**config.mk**
```make
export PLATFORM = sky130hd
export DESIGN_NAME = hdp_depop_sequencer
export DESIGN_NICKNAME = d
export VERILOG_FILES = /design/src/design/hdp_pkg.sv /design/src/design/hdp_seq_if.sv /design/src/design/hdp_charge_timer.sv /design/src/design/hdp_soft_stepper.sv /design/src/design/hdp_depop_sequencer.sv
export VERILOG_INCLUDE_DIRS = /design/src /design/src/design
export SDC_FILE = /design/constraint.sdc
export NUM_CORES = 1
export LEC_CHECK = 0
export ABC_AREA = 1
export BUFFER_PORTS_ARGS = -buffer_cell sky130_fd_sc_hd__buf_2
export CAP_MARGIN = 20
export CORE_AREA = 4 4 151 153
export CTS_CLUSTER_DIAMETER = 80
export CTS_CLUSTER_SIZE = 40
export DETAILED_ROUTE_END_ITERATION = 16
export DIE_AREA = 0 0 155 157
export SLEW_MARGIN = 30
export SYNTH_ARGS = -nofsm -noshare
export SYNTH_HDL_FRONTEND = slang
export SYNTH_SLANG_ARGS = --single-unit
```
**constraint.sdc**
```tcl
create_clock -name core_clk -period 2.5 [get_ports core_clk]
set_clock_uncertainty 0.1 [all_clocks]
set_input_delay 0.25 -clock core_clk [delete_from_list [all_inputs] [get_ports core_clk]]
set_output_delay 0.25 -clock core_clk [all_outputs]
set_load 0.005 [all_outputs]
```
**src/design/hdp_cfg.svh**
```systemverilog
// Purpose: constants of the headphone depop sequencer (offsets, fields, resets, times)
// Assumes: 50 MHz core clock, 47 uF coupling capacitor
// Notes: register indices are word indices; byte address is four times the index
//
// Overview of operation
// - bits 1:0 select 2k, 6k or 25k resistor
// - bits 5:2 set slow-charge length in constants
// - no signal reaches driver while slow charging
// - bits 7:6 set soft-step interval 0/50/100/200ms
// - offset attenuation steps down once per interval
// - soft-stepping only on initial signal routing
// - flags 7:6 set when soft-stepping completes
`ifndef HDP_CFG_SVH
`define HDP_CFG_SVH

// ------------------------------------------------------------
// register indices and reset values
// ------------------------------------------------------------
`define HDP_IDX_DEPOP 8'h14
`define HDP_IDX_FLAGS 8'h3F
`define HDP_IDX_DRVCTL 8'h40
`define HDP_IDX_GAIN 8'h41
`define HDP_DEPOP_RST 8'h00
`define HDP_DRVCTL_RST 8'h00
`define HDP_GAIN_RST 6'h00

// ------------------------------------------------------------
// field positions
// ------------------------------------------------------------
`define HDP_RPOP_LSB 0
`define HDP_NCODE_LSB 2
`define HDP_STEP_LSB 6
`define HDP_FLAG_LEFT 7
`define HDP_FLAG_RIGHT 6
`define HDP_RPOP_25K 2'h2
`define HDP_RPOP_6K 2'h1
`define HDP_NCODE_LONGEST 4'hC

// ------------------------------------------------------------
// times (time constant = resistor x 47 uF)
// ------------------------------------------------------------
`define HDP_CLK_MHZ 50
`define HDP_TAU_2K_US 94000
`define HDP_TAU_6K_US 282000
`define HDP_TAU_25K_US 1175000
`define HDP_STEP_50_MS 50
`define HDP_STEP_100_MS 100
`define HDP_STEP_200_MS 200
`define HDP_ATTEN_START 6'h3F

`endif

```
**src/design/hdp_pkg.sv**
```systemverilog
// Purpose: types and shared decode of the headphone depop sequencer
// Assumes: nothing beyond the constants header
// Notes: charge length is counted in eighths of a time constant
`default_nettype none

package hdp_pkg;

	typedef enum logic [1:0] {ST_OFF, ST_CHARGE, ST_STEP, ST_ON} hdp_state_e;
	typedef logic [5:0] hdp_gain_t;

	// slow-charge code to eighths of a time constant; long codes clamp for 25k
	function automatic logic [8:0] hdp_eighths(input logic [3:0] code, input logic isLong);
		logic [8:0] e;
		case (code)
			4'h0: e = 9'h000;
			4'h1: e = 9'h004;
			4'h2: e = 9'h005;
			4'h3: e = 9'h006;
			4'h4: e = 9'h007;
			4'h5: e = 9'h008;
			4'h6: e = 9'h010;
			4'h7: e = 9'h018;
			4'h8: e = 9'h020;
			4'h9: e = 9'h028;
			4'hA: e = 9'h030;
			4'hB: e = 9'h038;
			4'hC: e = 9'h040;
			4'hD: e = isLong ? 9'h040 : 9'h080;
			4'hE: e = isLong ? 9'h040 : 9'h0C0;
			default: e = isLong ? 9'h040 : 9'h100;
		endcase
		return e;
	endfunction

endpackage

`default_nettype wire

```
**src/design/hdp_seq_if.sv**
```systemverilog
// Purpose: carrier between sequencer control, charge timer and soft stepper
// Assumes: all signals in the core clock domain
// Notes: interval counts are held stable by the controller while in use
`default_nettype none

interface hdp_seq_if;
	logic chargeStart;
	logic [31:0] eighthCycles;
	logic [8:0] chargeUnits;
	logic chargeDone;
	logic stepStart;
	logic [31:0] stepCycles;
	logic stepDone;
	logic [5:0] offsetAtten;

	modport ctrl(output chargeStart, eighthCycles, chargeUnits, stepStart, stepCycles,
		input chargeDone, stepDone, offsetAtten);
	modport timer(input chargeStart, eighthCycles, chargeUnits, output chargeDone);
	modport stepper(input stepStart, stepCycles, output stepDone, offsetAtten);
endinterface

`default_nettype wire

```
**src/design/hdp_charge_timer.sv**
```systemverilog
// Purpose: slow-charge timer counting eighths of a time constant
// Assumes: eighthCycles at least one, stable while armed
// Notes: done is a level held until the next start
`default_nettype none

module hdp_charge_timer (
	input wire logic core_clk,
	input wire logic rst,
	hdp_seq_if.timer seq
);
	logic armed;
	logic next_armed;
	logic [31:0] pre;
	logic [31:0] next_pre;
	logic [8:0] units;
	logic [8:0] next_units;

	// prescaler yields one tick per eighth constant, units count those ticks
	always_comb begin
		next_armed = armed;
		next_pre = pre;
		next_units = units;
		if (seq.chargeStart) begin
			next_armed = 1'h1;
			next_units = seq.chargeUnits;
			next_pre = seq.eighthCycles - 32'h1;
		end else if (armed && units != 9'h0) begin
			if (pre == 32'h0) begin
				next_pre = seq.eighthCycles - 32'h1;
				next_units = units - 9'h1;
			end else begin
				next_pre = pre - 32'h1;
			end
		end
	end

	always_ff @(posedge core_clk) begin
		if (rst) begin
			armed <= 1'h0;
			pre <= 32'h0;
			units <= 9'h0;
		end else begin
			armed <= next_armed;
			pre <= next_pre;
			units <= next_units;
		end
	end

	// release the driver once the whole count has elapsed
	assign seq.chargeDone = armed && (units == 9'h0);

	// ------------------------------------------------------------
	// assertions
	// ------------------------------------------------------------
	property p_charge_load;
		@(posedge core_clk) disable iff (rst)
		seq.chargeStart |=> (units == $past(seq.chargeUnits)) && armed;
	endproperty
	a_charge_load: assert property (p_charge_load) else $error("charge count not loaded");

	property p_charge_tick;
		@(posedge core_clk) disable iff (rst)
		(armed && units != 9'h0 && pre == 32'h0 && !seq.chargeStart)
			|=> units == $past(units) - 9'h1;
	endproperty
	a_charge_tick: assert property (p_charge_tick) else $error("charge unit not consumed");

endmodule

`default_nettype wire

```
**src/design/hdp_soft_stepper.sv**
```systemverilog
// Purpose: DC-offset soft stepper lowering attenuation once per interval
// Assumes: stepCycles zero means stepping disabled
// Notes: attenuation rests at zero until the next start
`include "hdp_cfg.svh"
`default_nettype none

module hdp_soft_stepper (
	input wire logic core_clk,
	input wire logic rst,
	hdp_seq_if.stepper seq
);
	logic armed;
	logic next_armed;
	logic [31:0] pre;
	logic [31:0] next_pre;
	hdp_pkg::hdp_gain_t atten;
	hdp_pkg::hdp_gain_t next_atten;

	// load full attenuation, then remove one step each interval
	always_comb begin
		next_armed = armed;
		next_pre = pre;
		next_atten = atten;
		if (seq.stepStart) begin
			next_armed = 1'h1;
			next_pre = seq.stepCycles - 32'h1;
			next_atten = (seq.stepCycles == 32'h0) ? 6'h00 : `HDP_ATTEN_START;
		end else if (armed && atten != 6'h00) begin
			if (pre == 32'h0) begin
				next_pre = seq.stepCycles - 32'h1;
				next_atten = atten - 6'h01;
			end else begin
				next_pre = pre - 32'h1;
			end
		end
	end

	// attenuation held high from reset so nothing leaks before a start
	always_ff @(posedge core_clk) begin
		if (rst) begin
			armed <= 1'h0;
			pre <= 32'h0;
			atten <= `HDP_ATTEN_START;
		end else begin
			armed <= next_armed;
			pre <= next_pre;
			atten <= next_atten;
		end
	end

	assign seq.stepDone = armed && (atten == 6'h00);
	assign seq.offsetAtten = atten;

	// ------------------------------------------------------------
	// assertions
	// ------------------------------------------------------------
	property p_step_start;
		@(posedge core_clk) disable iff (rst)
		(seq.stepStart && seq.stepCycles != 32'h0) |=> atten == `HDP_ATTEN_START;
	endproperty
	a_step_start: assert property (p_step_start) else $error("step did not start high");

	property p_step_pace;
		@(posedge core_clk) disable iff (rst)
		(armed && !seq.stepStart && pre != 32'h0) |=> atten == $past(atten);
	endproperty
	a_step_pace: assert property (p_step_pace) else $error("step taken before interval");

endmodule

`default_nettype wire

```
**src/design/hdp_depop_sequencer.sv**
```systemverilog
// Purpose: pop-free power-up sequencer for the two headphone drivers
// Assumes: Avalon-MM slave with byte addresses, core clock 50 MHz
// Notes: both drivers share one charge and step sequence
`include "hdp_cfg.svh"
`default_nettype none

module hdp_depop_sequencer #(
	parameter int unsigned EIGHTH_2K = (`HDP_TAU_2K_US * `HDP_CLK_MHZ + 7) / 8,
	parameter int unsigned EIGHTH_6K = (`HDP_TAU_6K_US * `HDP_CLK_MHZ + 7) / 8,
	parameter int unsigned EIGHTH_25K = (`HDP_TAU_25K_US * `HDP_CLK_MHZ + 7) / 8,
	parameter int unsigned STEP_50 = `HDP_STEP_50_MS * 1000 * `HDP_CLK_MHZ,
	parameter int unsigned STEP_100 = `HDP_STEP_100_MS * 1000 * `HDP_CLK_MHZ,
	parameter int unsigned STEP_200 = `HDP_STEP_200_MS * 1000 * `HDP_CLK_MHZ
) (
	input wire logic core_clk,
	input wire logic rst,
	input wire logic [9:0] avs_address,
	input wire logic avs_read,
	input wire logic avs_write,
	input wire logic [31:0] avs_writedata,
	input wire logic [3:0] avs_byteenable,
	output logic [31:0] avs_readdata,
	output logic avs_waitrequest,
	output logic [1:0] resistorSel,
	output logic chargeMode,
	output logic pathEnable,
	output logic leftPowerOn,
	output logic rightPowerOn,
	output logic [5:0] driverGain,
	output logic [5:0] offsetAtten
);
	// ------------------------------------------------------------
	// declarations
	// ------------------------------------------------------------
	hdp_seq_if seq ();

	logic ack;
	logic next_ack;
	logic [31:0] next_readdata;
	logic [7:0] depopCtl;
	logic [7:0] next_depopCtl;
	logic [7:0] drvCtl;
	logic [7:0] next_drvCtl;
	hdp_pkg::hdp_gain_t gainReg;
	hdp_pkg::hdp_gain_t next_gainReg;
	hdp_pkg::hdp_state_e state;
	hdp_pkg::hdp_state_e next_state;
	logic [1:0] latRpop;
	logic [1:0] next_latRpop;
	logic [31:0] latEighth;
	logic [31:0] next_latEighth;
	logic [8:0] latUnits;
	logic [8:0] next_latUnits;
	logic [31:0] latStep;
	logic [31:0] next_latStep;
	logic [7:0] flags;
	logic wordOk;
	logic [7:0] index;
	logic [1:0] powerReq;
	logic startSeq;
	logic doWrite;

	// ------------------------------------------------------------
	// bus slave
	// ------------------------------------------------------------
	// misaligned byte addresses fall into the unmapped space
	assign wordOk = (avs_address[1:0] == 2'h0);
	assign index = avs_address[9:2];
	assign doWrite = avs_write && ack && wordOk && avs_byteenable[0];

	// one wait cycle: read data is staged first, offered while waitrequest is low
	assign avs_waitrequest = (avs_read || avs_write) && !ack;

	always_comb begin
		next_ack = (avs_read || avs_write) && !ack;
		next_readdata = avs_readdata;
		if (avs_read && !ack) begin
			next_readdata = 32'h0;
			if (wordOk) begin
				case (index)
					`HDP_IDX_DEPOP: next_readdata = {24'h0, depopCtl};
					`HDP_IDX_FLAGS: next_readdata = {24'h0, flags};
					`HDP_IDX_DRVCTL: next_readdata = {24'h0, drvCtl};
					`HDP_IDX_GAIN: next_readdata = {26'h0, gainReg};
					default: next_readdata = 32'h0;
				endcase
			end
		end
	end

	always_ff @(posedge core_clk) begin
		if (rst) begin
			ack <= 1'h0;
			avs_readdata <= 32'h0;
		end else begin
			ack <= next_ack;
			avs_readdata <= next_readdata;
		end
	end

	// ------------------------------------------------------------
	// registers
	// ------------------------------------------------------------
	// writes land on the answering edge; the flag register ignores writes
	always_comb begin
		next_depopCtl = depopCtl;
		next_drvCtl = drvCtl;
		next_gainReg = gainReg;
		if (doWrite) begin
			case (index)
				`HDP_IDX_DEPOP: next_depopCtl = avs_writedata[7:0];
				`HDP_IDX_DRVCTL: next_drvCtl = {6'h00, avs_writedata[1:0]};
				`HDP_IDX_GAIN: next_gainReg = avs_writedata[5:0];
				default: next_depopCtl = depopCtl;
			endcase
		end
	end

	always_ff @(posedge core_clk) begin
		if (rst) begin
			depopCtl <= `HDP_DEPOP_RST;
			drvCtl <= `HDP_DRVCTL_RST;
			gainReg <= `HDP_GAIN_RST;
		end else begin
			depopCtl <= next_depopCtl;
			drvCtl <= next_drvCtl;
			gainReg <= next_gainReg;
		end
	end

	// ------------------------------------------------------------
	// sequence control
	// ------------------------------------------------------------
	assign powerReq = drvCtl[1:0];
	assign startSeq = (state == hdp_pkg::ST_OFF) && (powerReq != 2'h0);

	// snapshot the depop fields at power-up so later writes cannot upset a run
	always_comb begin
		next_latRpop = latRpop;
		next_latEighth = latEighth;
		next_latUnits = latUnits;
		next_latStep = latStep;
		if (startSeq) begin
			next_latRpop = depopCtl[`HDP_RPOP_LSB +: 2];
			case (depopCtl[`HDP_RPOP_LSB +: 2])
				2'h0: next_latEighth = 32'(EIGHTH_2K);
				`HDP_RPOP_6K: next_latEighth = 32'(EIGHTH_6K);
				default: next_latEighth = 32'(EIGHTH_25K);
			endcase
			// reserved code 11 is timed as 25k, the longest and safest
			next_latUnits = hdp_pkg::hdp_eighths(depopCtl[`HDP_NCODE_LSB +: 4],
				depopCtl[`HDP_RPOP_LSB + 1]);
			case (depopCtl[`HDP_STEP_LSB +: 2])
				2'h1: next_latStep = 32'(STEP_50);
				2'h2: next_latStep = 32'(STEP_100);
				2'h3: next_latStep = 32'(STEP_200);
				default: next_latStep = 32'h0;
			endcase
		end
	end

	always_ff @(posedge core_clk) begin
		if (rst) begin
			latRpop <= 2'h0;
			latEighth <= 32'h1;
			latUnits <= 9'h0;
			latStep <= 32'h0;
		end else begin
			latRpop <= next_latRpop;
			latEighth <= next_latEighth;
			latUnits <= next_latUnits;
			latStep <= next_latStep;
		end
	end

	// off -> slow charge -> soft step -> steady; dropping both power bits aborts
	always_comb begin
		next_state = state;
		case (state)
			hdp_pkg::ST_OFF: begin
				if (powerReq != 2'h0) begin
					next_state = hdp_pkg::ST_CHARGE;
				end
			end
			hdp_pkg::ST_CHARGE: begin
				if (powerReq == 2'h0) begin
					next_state = hdp_pkg::ST_OFF;
				end else if (seq.chargeDone) begin
					next_state = hdp_pkg::ST_STEP;
				end
			end
			hdp_pkg::ST_STEP: begin
				if (powerReq == 2'h0) begin
					next_state = hdp_pkg::ST_OFF;
				end else if (seq.stepDone) begin
					next_state = hdp_pkg::ST_ON;
				end
			end
			hdp_pkg::ST_ON: begin
				if (powerReq == 2'h0) begin
					next_state = hdp_pkg::ST_OFF;
				end
			end
			default: next_state = hdp_pkg::ST_OFF;
		endcase
	end

	always_ff @(posedge core_clk) begin
		if (rst) begin
			state <= hdp_pkg::ST_OFF;
		end else begin
			state <= next_state;
		end
	end

	// timers are started on the entry edge of their state
	assign seq.chargeStart = (state == hdp_pkg::ST_OFF) && (powerReq != 2'h0);
	assign seq.eighthCycles = next_latEighth;
	assign seq.chargeUnits = next_latUnits;
	assign seq.stepStart = (state == hdp_pkg::ST_CHARGE) && (powerReq != 2'h0)
		&& seq.chargeDone;
	assign seq.stepCycles = latStep;

	hdp_charge_timer u_timer (
		.core_clk(core_clk),
		.rst(rst),
		.seq(seq)
	);

	hdp_soft_stepper u_stepper (
		.core_clk(core_clk),
		.rst(rst),
		.seq(seq)
	);

	// ------------------------------------------------------------
	// outputs
	// ------------------------------------------------------------
	// all status derives from registered state, so outputs are glitch free
	assign flags = {(state == hdp_pkg::ST_ON) && drvCtl[0], (state == hdp_pkg::ST_ON) && drvCtl[1],
		6'h00};
	assign resistorSel = latRpop;
	assign chargeMode = (state == hdp_pkg::ST_CHARGE);
	assign pathEnable = (state == hdp_pkg::ST_STEP) || (state == hdp_pkg::ST_ON);
	assign leftPowerOn = drvCtl[0] && (state != hdp_pkg::ST_OFF);
	assign rightPowerOn = drvCtl[1] && (state != hdp_pkg::ST_OFF);
	// gain changes after power-up pass straight through without stepping
	assign driverGain = gainReg;
	assign offsetAtten = seq.offsetAtten;

	// ------------------------------------------------------------
	// assertions
	// ------------------------------------------------------------
	property p_no_signal_charging;
		@(posedge core_clk) disable iff (rst)
		chargeMode |-> !pathEnable;
	endproperty
	a_no_signal_charging: assert property (p_no_signal_charging) else $error("path open in charge");

	property p_path_after_charge;
		@(posedge core_clk) disable iff (rst)
		$rose(pathEnable) |-> $past(chargeMode) && $past(seq.chargeDone);
	endproperty
	a_path_after_charge: assert property (p_path_after_charge) else $error("path opened early");

	property p_rpop_latched;
		@(posedge core_clk) disable iff (rst)
		startSeq |=> resistorSel == $past(depopCtl[1:0]);
	endproperty
	a_rpop_latched: assert property (p_rpop_latched) else $error("resistor select wrong");

	property p_flags_on_done;
		@(posedge core_clk) disable iff (rst)
		$rose(flags[`HDP_FLAG_LEFT]) |-> $past(seq.stepDone) || $past(state == hdp_pkg::ST_ON);
	endproperty
	a_flags_on_done: assert property (p_flags_on_done) else $error("flag before stepping done");

	property p_no_step_when_on;
		@(posedge core_clk) disable iff (rst)
		(state == hdp_pkg::ST_ON) |-> offsetAtten == 6'h00 && driverGain == gainReg;
	endproperty
	a_no_step_when_on: assert property (p_no_step_when_on) else $error("stepping after routing");

	property p_long_clamp;
		@(posedge core_clk) disable iff (rst)
		(startSeq && depopCtl[1:0] == `HDP_RPOP_25K && depopCtl[5:2] > `HDP_NCODE_LONGEST)
			|=> latUnits == 9'h040;
	endproperty
	a_long_clamp: assert property (p_long_clamp) else $error("25k long code not clamped");

	property p_bus_one_wait;
		@(posedge core_clk) disable iff (rst)
		((avs_read || avs_write) && avs_waitrequest) |=> !avs_waitrequest;
	endproperty
	a_bus_one_wait: assert property (p_bus_one_wait) else $error("bus answer late");

	c_reach_on: cover property (@(posedge core_clk) disable iff (rst)
		$rose(state == hdp_pkg::ST_ON));
	c_abort_charge: cover property (@(posedge core_clk) disable iff (rst)
		chargeMode ##1 (state == hdp_pkg::ST_OFF));
	c_step_disabled: cover property (@(posedge core_clk) disable iff (rst)
		seq.stepStart && seq.stepCycles == 32'h0);

endmodule

`default_nettype wire

```
**Word level (Yosys, flattened, before mapping)**

Cells that the tools add are included.

- Add/subtract/negate cells: 6
- Equal/unequal tests: 29
- Mux-type cells: 30
- Reductions and logical operators: 43

Operators by type and width:

| operator | number |
|---|---|
| $mux 32 | 7 |
| $pmux 9 s15 | 1 |
| $sub 32x1->32 const B | 4 |
| $logic_not 32->1 | 3 |
| $pmux 24 s3 | 1 |
| $pmux 23 s2 | 1 |
| $mux 9 | 5 |
| $pmux 8 s4 | 1 |
| $eq 4x4->1 const B | 7 |
| $mux 6 | 4 |
| $mux 8 | 3 |
| $eq 4x3->1 const B | 4 |
| $eq 8x7->1 const B | 2 |
| $logic_and 1x1->1 | 16 |
| $mux 2 | 6 |
| $reduce_bool 2->1 | 6 |
| $reduce_and 2->1 | 5 |
| $logic_not 9->1 | 1 |
| $reduce_bool 9->1 | 1 |
| $sub 9x1->9 const B | 1 |
| $eq 2x2->1 const B | 4 |
| $eq 4x2->1 const B | 2 |
| $eq 8x5->1 const B | 1 |
| $eq 8x6->1 const B | 1 |
| other kinds (15) | 21 |

- Register bits: 207
- Input bits: 50
- Output and inout port bits: 51
- Logic and storage cells: 124

**Longest topological paths before layout**

Gate-level depths: netlist of the first run.

- Depth in word-level cells: 7
- Gate-level depth with buffers: 17
- Gate-level depth less buffers: 15

**Modules after synthesis**

From an unflattened synthesis of the first run, not the netlist that was laid out.

- Cells, all modules: 1730
- Area total of the unflattened synthesis: 10832.9 µm²

Modules (own cells, without submodules):

| module | instances | cells each | area an instance (µm²) | seq. area each (µm²) |
|---|---|---|---|---|
| hdp_charge_timer | 1 | 627 | 3716.1 | 840.8 |
| hdp_soft_stepper | 1 | 624 | 3572.2 | 780.7 |
| hdp_depop_sequencer | 1 | 479 | 3544.6 | 1521.5 |

**Worst setup path before layout of the first run**

Ideal clock, no wire load.

- Path type: register -> register
- Start point: reg u_timer.units[0]
- End point: reg u_stepper.pre[15]
- Library setup time: 132 ps
- Data arrival time: 1874 ps
- Data required time: 2268 ps
- Setup slack: 394 ps
- Stages on the path, launching flop included: 15
- Buffers on the path: 1
- Period minus slack after synthesis: 2106 ps
- Cells stage by stage: dfxtp_1 -> inv_1 -> ha_1 -> inv_1 -> nor2_1 -> nand2_1 -> nor2_2 -> nand3_1 -> inv_1 -> nand2_2 -> nand2_1 -> inv_2 -> buf_2 -> o211ai_1 -> a21oi_1

- Longest elaborated chain between the ends: 4
- Elaborated cells on any way between the ends: 5
- Those cells by class: mux: 1; reduce/logical: 4

Ends and longest elaborated chain:

| what | line | text |
|---|---|---|
| from (decl) | hdp_charge_timer.sv:15 | `logic [8:0] units;` |
| from (signal assigned) | hdp_charge_timer.sv:45 | `units <= next_units;` |
| $logic_not 9->1 * | hdp_charge_timer.sv:50 | `assign seq.chargeDone = armed && (units == 9'h0);` |
| $logic_and 1x1->1 * | hdp_charge_timer.sv:50 |  |
| $logic_and 1x1->1 * | hdp_depop_sequencer.sv:221 | `&& seq.chargeDone;` |
| $mux 32 / $reduce_bool 2->1 (equally long branches) | n/a |  |
| to (signal assigned) | hdp_soft_stepper.sv:46 | `pre <= next_pre;` |
| to (decl) | hdp_soft_stepper.sv:14 | `logic [31:0] pre;` |

Every way passes the cells marked *; elsewhere a longest branch is shown, timed or not.
A chain may end at the register's enable or synchronous reset.

**Worst setup path after layout of the first run**

- Start point: reg u_timer.pre[25]
- End point: reg u_timer.pre[4]

- Longest elaborated chain between the ends: 4

Ends and longest elaborated chain:

| what | line | text |
|---|---|---|
| from (decl) | hdp_charge_timer.sv:13 | `logic [31:0] pre;` |
| from (signal assigned) | hdp_charge_timer.sv:44 | `pre <= next_pre;` |
| $logic_not 32->1 | hdp_charge_timer.sv:28 | `if (pre == 32'h0) begin` |
| $mux 32 | hdp_charge_timer.sv:28 |  |
| $mux 32 | hdp_charge_timer.sv:27 | `end else if (armed && units != 9'h0) begin` |
| $mux 32 | hdp_charge_timer.sv:23 | `if (seq.chargeStart) begin` |

Every way passes these cells. The select of a mux whose other input is x is not followed.

==> flow_metrics.tcl, run 1 <==
set metrics [dict create \
    drt_iter0_drc 547 \
    mostFrequentLayoutCells "307 x nand2_1, 198 x nor2_1, 148 x dfxtp_1" \
    vias_per_cell 5.123 \
    post-synth-top-area-fraction 0.3237 \
    drc 0 \
    grt_use_met1 0.2764 \
    cts.reportedPaths.clkPinSlew_ns 0.07 \
    use_met2 0.3388 \
    overflow 0 \
    powerDensity_mw_per_mm2 494.4 \
    ant_nets 0 \
    yosysSeqAreaShare 0.3237 \
    dp_hpwl_um 18230 \
    grt_usage 0.2052 \
    finalWirelength_um 24440 \
    rows 54 \
    vias 8990 \
    maxCapViolations 0 \
    p_leak_nw 5.061 \
    status "complete, no violations" \
    cts_tree "done" \
    tightest_slew_ns 0.7040 \
    io_pins 101 \
    startpoint_type "flop" \
    synth.area.top_cells "dfxtp_1 32%, nand2_1 13%, nor2_1 8.2%" \
    synth_area_mm2 0.009153 \
    vdd_drop_max_uv 384.2 \
    end_kind "flop" \
    min_path_type "in -> reg" \
    layout_commonest_cell "nand2_1" \
    worstPathMaxFanout 7 \
    final_cells 1755 \
    wire_per_inst_um 13.93 \
    core-area_mm2 0.02155 \
    die_h_um 157 \
    cts-root-buf "clkbuf_16" \
    syn-instance-count 1400 \
    yosys_most_used_dff "dfxtp_1" \
    num_antenna_cells 0 \
    placed_area_mm2 0.009754 \
    period_minus_slack_ns 2.353 \
    htree_levels 4 \
    drv_slew 0 \
    synth_seq_cells 148 \
    area_delta_synth_final_pct 13.94 \
    nets 1524 \
    synth-edff-count 0 \
    clock-sinks 148 \
    cp.required_ns 2.76 \
    finalCritPeriodShare 0.9412 \
    critPathKind "reg -> reg" \
    clk_latency_ns 0.43 \
    timing.final.ws_setup_ns 0.1469 \
    numCtsBuffers 17 \
    slew_headroom 0.5289 \
    antenna_found_initial 0 \
    hold_violations 0 \
    grt_start_max_net_pins 51 \
    yosys.area.top_type "dfxtp_1" \
    pre_cts_slack_ns 0.09992 \
    finalSetupViolations 0 \
    dieArea_mm2 0.02434 \
    ys_warn_count 0 \
    dr.pass1.iters 6 \
    place_inst 1719 \
    die_w_um 155 \
    gp_congestion 0.9244 \
    arrival_ns 2.61 \
    cts_buffer_depth 2 \
    gr-usage-met3 0.03739 \
    final_util 0.4839 \
    top_usage_layer "met2" \
    io_buffers 49 \
    clock.fmax_mhz 425.0 \
    synthArstFlopShare 0 \
    initial_core_util 0.4246 \
    grt_pass1_wl_um 41340 \
    syn_avg_cell_area_um2 6.538 \
    fin_area_mm2 0.01043 \
    final_layout_size_suffix_gt1_frac 0.1302 \
    grt_pass1_vias 8479 \
    ys_types 52 \
]
==> registers in the layout (all words and copies together) (netlist names) <==
| name | flops |
|---|---|
| drvCtl | 2 |
| u_timer.pre | 32 |
| u_stepper.seq.offsetAtten | 6 |
| depopCtl | 8 |
| state | 2 |
| u_stepper.pre | 32 |
| u_stepper.armed | 1 |
| u_timer.armed | 1 |
| avs_readdata | 8 |
| resistorSel | 2 |
| driverGain | 6 |
| u_timer.units | 9 |
| latEighth | 32 |
| ack | 1 |
| latStep | 6 |
==> synthesized netlist by cell type, types with 2 or more instances <==
| master | number |
|---|---|
| nand2_1 | 308 |
| nor2_1 | 201 |
| dfxtp_1 | 148 |
| inv_1 | 134 |
| a21oi_1 | 102 |
| nand3_1 | 100 |
| o21ai_0 | 92 |
| nor3_1 | 28 |
| xor2_1 | 27 |
| buf_4 | 25 |
| nand4_1 | 24 |
| clkbuf_1 | 20 |
| a31oi_1 | 16 |
| nor2_2 | 15 |
| xnor2_1 | 15 |
| buf_2 | 14 |
| nand2_2 | 13 |
| ha_1 | 12 |
| o211ai_1 | 12 |
| nand3b_1 | 11 |
| inv_2 | 9 |
| nor2_4 | 8 |
| nand2_4 | 7 |
| o22ai_1 | 6 |
| buf_1 | 4 |
| buf_6 | 4 |
| o21ai_1 | 4 |
| or2_2 | 4 |
| nand3_2 | 3 |
| nor4_1 | 3 |
| o221ai_1 | 3 |
| o31ai_1 | 3 |
| a2111oi_0 | 2 |
| a21oi_2 | 2 |
| nand3_4 | 2 |
| nor2_8 | 2 |
| o21bai_1 | 2 |
==> where the power goes <==
| group | switching (mW) | internal (mW) | total (mW) | leakage (nW) |
|---|---|---|---|---|
| registers | 0.00137 | 2.36 | 2.36 | 1.19 |
| clock network | 1.16 | 1.52 | 2.68 | 0.294 |
| logic | 0.0826 | 0.0348 | 0.117 | 3.57 |
==> cell families after synthesis <==
family | after synthesis | synth area share
DFF | 148 | 0.3237
xor gates and xnor gates | 42 | 0.04019
AOI/OAI and AO/OA | 249 | 0.1483
and+or+nand+nor | 736 | 0.3656
other | 1 | 0.0004097
buffers and inverters | 212 | 0.1054
adders and majority gates | 12 | 0.01640
==> what timing repair did <==
item / in CTS / in global routing
endpoints found under the hold margin: 3 / 0
setup buffers: 0 / 1
hold buffers: 3 / 0
endpoints found under the setup margin: 0 / 35
gates resized for setup: 0 / 7
==> worst max-delay path, stage by stage, from the launching register on <==
cell and delay, ns:
dfxtp_1 0.43, nor2_1 0.06, nand2_1 0.15, nand3b_1 0.26
nor2_1 0.08, nor2_1 0.54, nand2_1 0.20, inv_1 0.22
nand3_1 0.09, a31oi_1 0.15
==> final cells by class <==
class | count | area [um2]
Tap cell | 280 | 350.3
Clock inverter | 15 | 186.4
Timing Repair Buffer | 89 | 630.6
Clock buffer | 17 | 425.4
Sequential cell | 148 | 2963
Multi-Input combinational cell | 1063 | 5336
Fill cell | 2252 | 11120
Inverter | 143 | 536.8
==> layer usage <==
metal / wire (um) / vias up
met5: 0 / -
met4: 444 / 0
met3: 960 / 32
met2: 11290 / 189
met1: 11750 / 4094
li1: - / 4675
==> through the flow <==
step	setup TNS, ns	hold slack [ns]	power, mW
final	0	0.008907	5.156
after detailed placement	0	0.3547	2.527
after global routing	-0.0003377	0.01416	5.339
after floorplan	0	0.3154	2.505
after CTS	0	0.003577	5.218
after global placement	0	0.3447	2.525
==> path summary, 6_finish.rpt <==
| check | start | to | slack, ns | cells past startpoint |
|---|---|---|---|---|
| setup reg to reg | u_timer.pre[25] | u_timer.pre[4] | 0.15 | 9 |
| setup / recovery | u_timer.pre[25] | u_timer.pre[4] | 0.15 | 9 |
| hold reg to reg | resistorSel[1] | resistorSel[1] | 0.36 | 2 |
| hold / removal | avs_write | ack | 0.009 | 3 |
Note: power is estimated with default switching activity, not from simulation.
==> inputs of run 2 (changes only) <==
- RECOVER_POWER: default -> 25
==> run 2 against run 1 <==
Against the previous run: non-clock buffer count is the same; flip-flop and latch count unchanged; maximum frequency is 0.17% lower; final area is essentially flat; highest routed layer unchanged; global-route usage unchanged; die area stayed put.
==> flow_metrics.tcl, run 2 (synthesized netlist as in run 1, its figures left out) <==
set metrics [dict create \
    status "complete, no violations" \
    nets 1524 \
    clk_latency_ns 0.43 \
    grt_start_max_net_pins 51 \
    crit_chain "nor2_1 > nand2_1 > nand3b_1 > nor2_1 > nor2_1 > nand2_1 > inv_1 > nand3_1 > a31oi_1" \
    overflow 0 \
    r2r_start "u_timer.pre[25]" \
    dr_wl_met2_um 11290 \
    num_antenna_cells 0 \
    pre_cts_slack_ns 0.09992 \
    cp.required_ns 2.76 \
    final_layout_size_suffix_gt1_frac 0.1295 \
    critPathMaxStageDelay_ns 0.55 \
    io_pins 101 \
    grt_usage 0.2052 \
    grt_pass1_vias 8479 \
    worstHoldStart "avs_write" \
    powerDensity_mw_per_mm2 494.4 \
    antenna_found_initial 0 \
    reg2reg_depth 9 \
    final_cells 1755 \
    m1WireLength_um 11770 \
    fin_area_mm2 0.01043 \
    io_buffers 49 \
    ant_nets 0 \
    cp_num_cells 9 \
    drc 0 \
    finalWirelength_um 24450 \
    initial_core_util 0.4246 \
    layout_commonest_cell "nand2_1" \
    hold_violations 0 \
    maxCapViolations 0 \
    top_layer_used "met4" \
    worstPathMaxFanout 7 \
    fillers 2252 \
    reg_top3 "latEighth x32, u_stepper.pre x32, u_timer.pre x32" \
    dieArea_mm2 0.02434 \
    crit_slowest_cell "nor2_1" \
    p_leak_nw 5.058 \
    wire_per_inst_um 13.93 \
    tightest_slew_ns 0.7102 \
    cts.reportedPaths.clkPinSlew_ns 0.07 \
    finalCritPeriodShare 0.9429 \
    dr.pass1.iters 6 \
    end_kind "flop" \
    tns_ns 0 \
    die_w_um 155 \
    min_path_type "in -> reg" \
    startpoint_type "flop" \
    core-area_mm2 0.02155 \
    finalSetupViolations 0 \
    vdd_drop_max_uv 384.2 \
    cts_tree "done" \
    whs_ns 0.009759 \
    slew_headroom 0.5248 \
    path_buf_inv 1 \
    critPathKind "reg -> reg" \
    drt_iter0_drc 547 \
    drv_slew 0 \
    wl_met3_um 935 \
    area_delta_synth_final_pct 13.93 \
    numCtsBuffers 17 \
    die_h_um 157 \
    vias_per_cell 5.123 \
    cts-root-buf "clkbuf_16" \
    cts_buffer_depth 2 \
    timing.final.ws_setup_ns 0.1429 \
    gp_congestion 0.9244 \
    clock-sinks 148 \
    holdPathStages 3 \
    mostFrequentLayoutCells "307 x nand2_1, 198 x nor2_1, 148 x dfxtp_1" \
    grt_pass1_wl_um 41340 \
    clock.fmax_mhz 424.2 \
    path_common_cell "nor2_1" \
    period_minus_slack_ns 2.357 \
    cp_top_family "simple AND/OR/NAND/NOR gates" \
    vias 8991 \
    power.total_mw 5.156 \
    crit_start "u_timer.pre[25]" \
    final_util 0.4838 \
    place_inst 1719 \
    arrival_ns 2.62 \
    rows 54 \
    placed_area_mm2 0.009754 \
    dp_hpwl_um 18230 \
    htree_levels 4 \
]
-- run 2: routing by layer --
metal | vias to the layer above | global-route usage
met3 | 32 | 0.03739
met4 | 0 | 0.05719
met5 | - | 0
met2 | 182 | 0.3388
li1 | 4675 | -
met1 | 4102 | 0.2764
-- run 2: final timing paths --
path | end | slack, ns
max | u_timer.pre[4] | 0.14
min | ack | 0.01
max reg2reg | u_timer.pre[4] | 0.14
min reg2reg | resistorSel[1] | 0.36
-- run 2: cell type report --
cell class	instances	area [um2]	share of cell area
flip-flops and latches	148	2963	0.2841
repair buffers	89	629.4	0.06036
inverters	143	536.8	0.05148
well taps	280	350.3	0.03360
multi-input cells	1063	5336	0.5118
clock inverters	15	186.4	0.01788
clock buffers	17	425.4	0.04080
-- run 2: worst register-to-register path, stage by stage (launching register included) --
cell      delay, ns
dfxtp_1        0.43
nor2_1         0.06
nand2_1        0.15
nand3b_1       0.26
nor2_1         0.08
nor2_1         0.55
nand2_1        0.20
inv_1          0.22
nand3_1        0.09
a31oi_1        0.15
-- run 2: power breakdown --
part / total (mW) / internal (mW) / switching [mW]
Clock: 2.68 / 1.52 / 1.16
Sequential: 2.36 / 2.36 / 0.00137
Combinational: 0.117 / 0.0346 / 0.0827
-- run 2: what timing repair did --
action | in CTS | in global routing
resized for setup | 0 | 7
hold buffers | 3 | 0
buffers inserted | 0 | 1
endpoints found under the hold margin | 3 | 0
endpoints found under the setup margin | 0 | 35
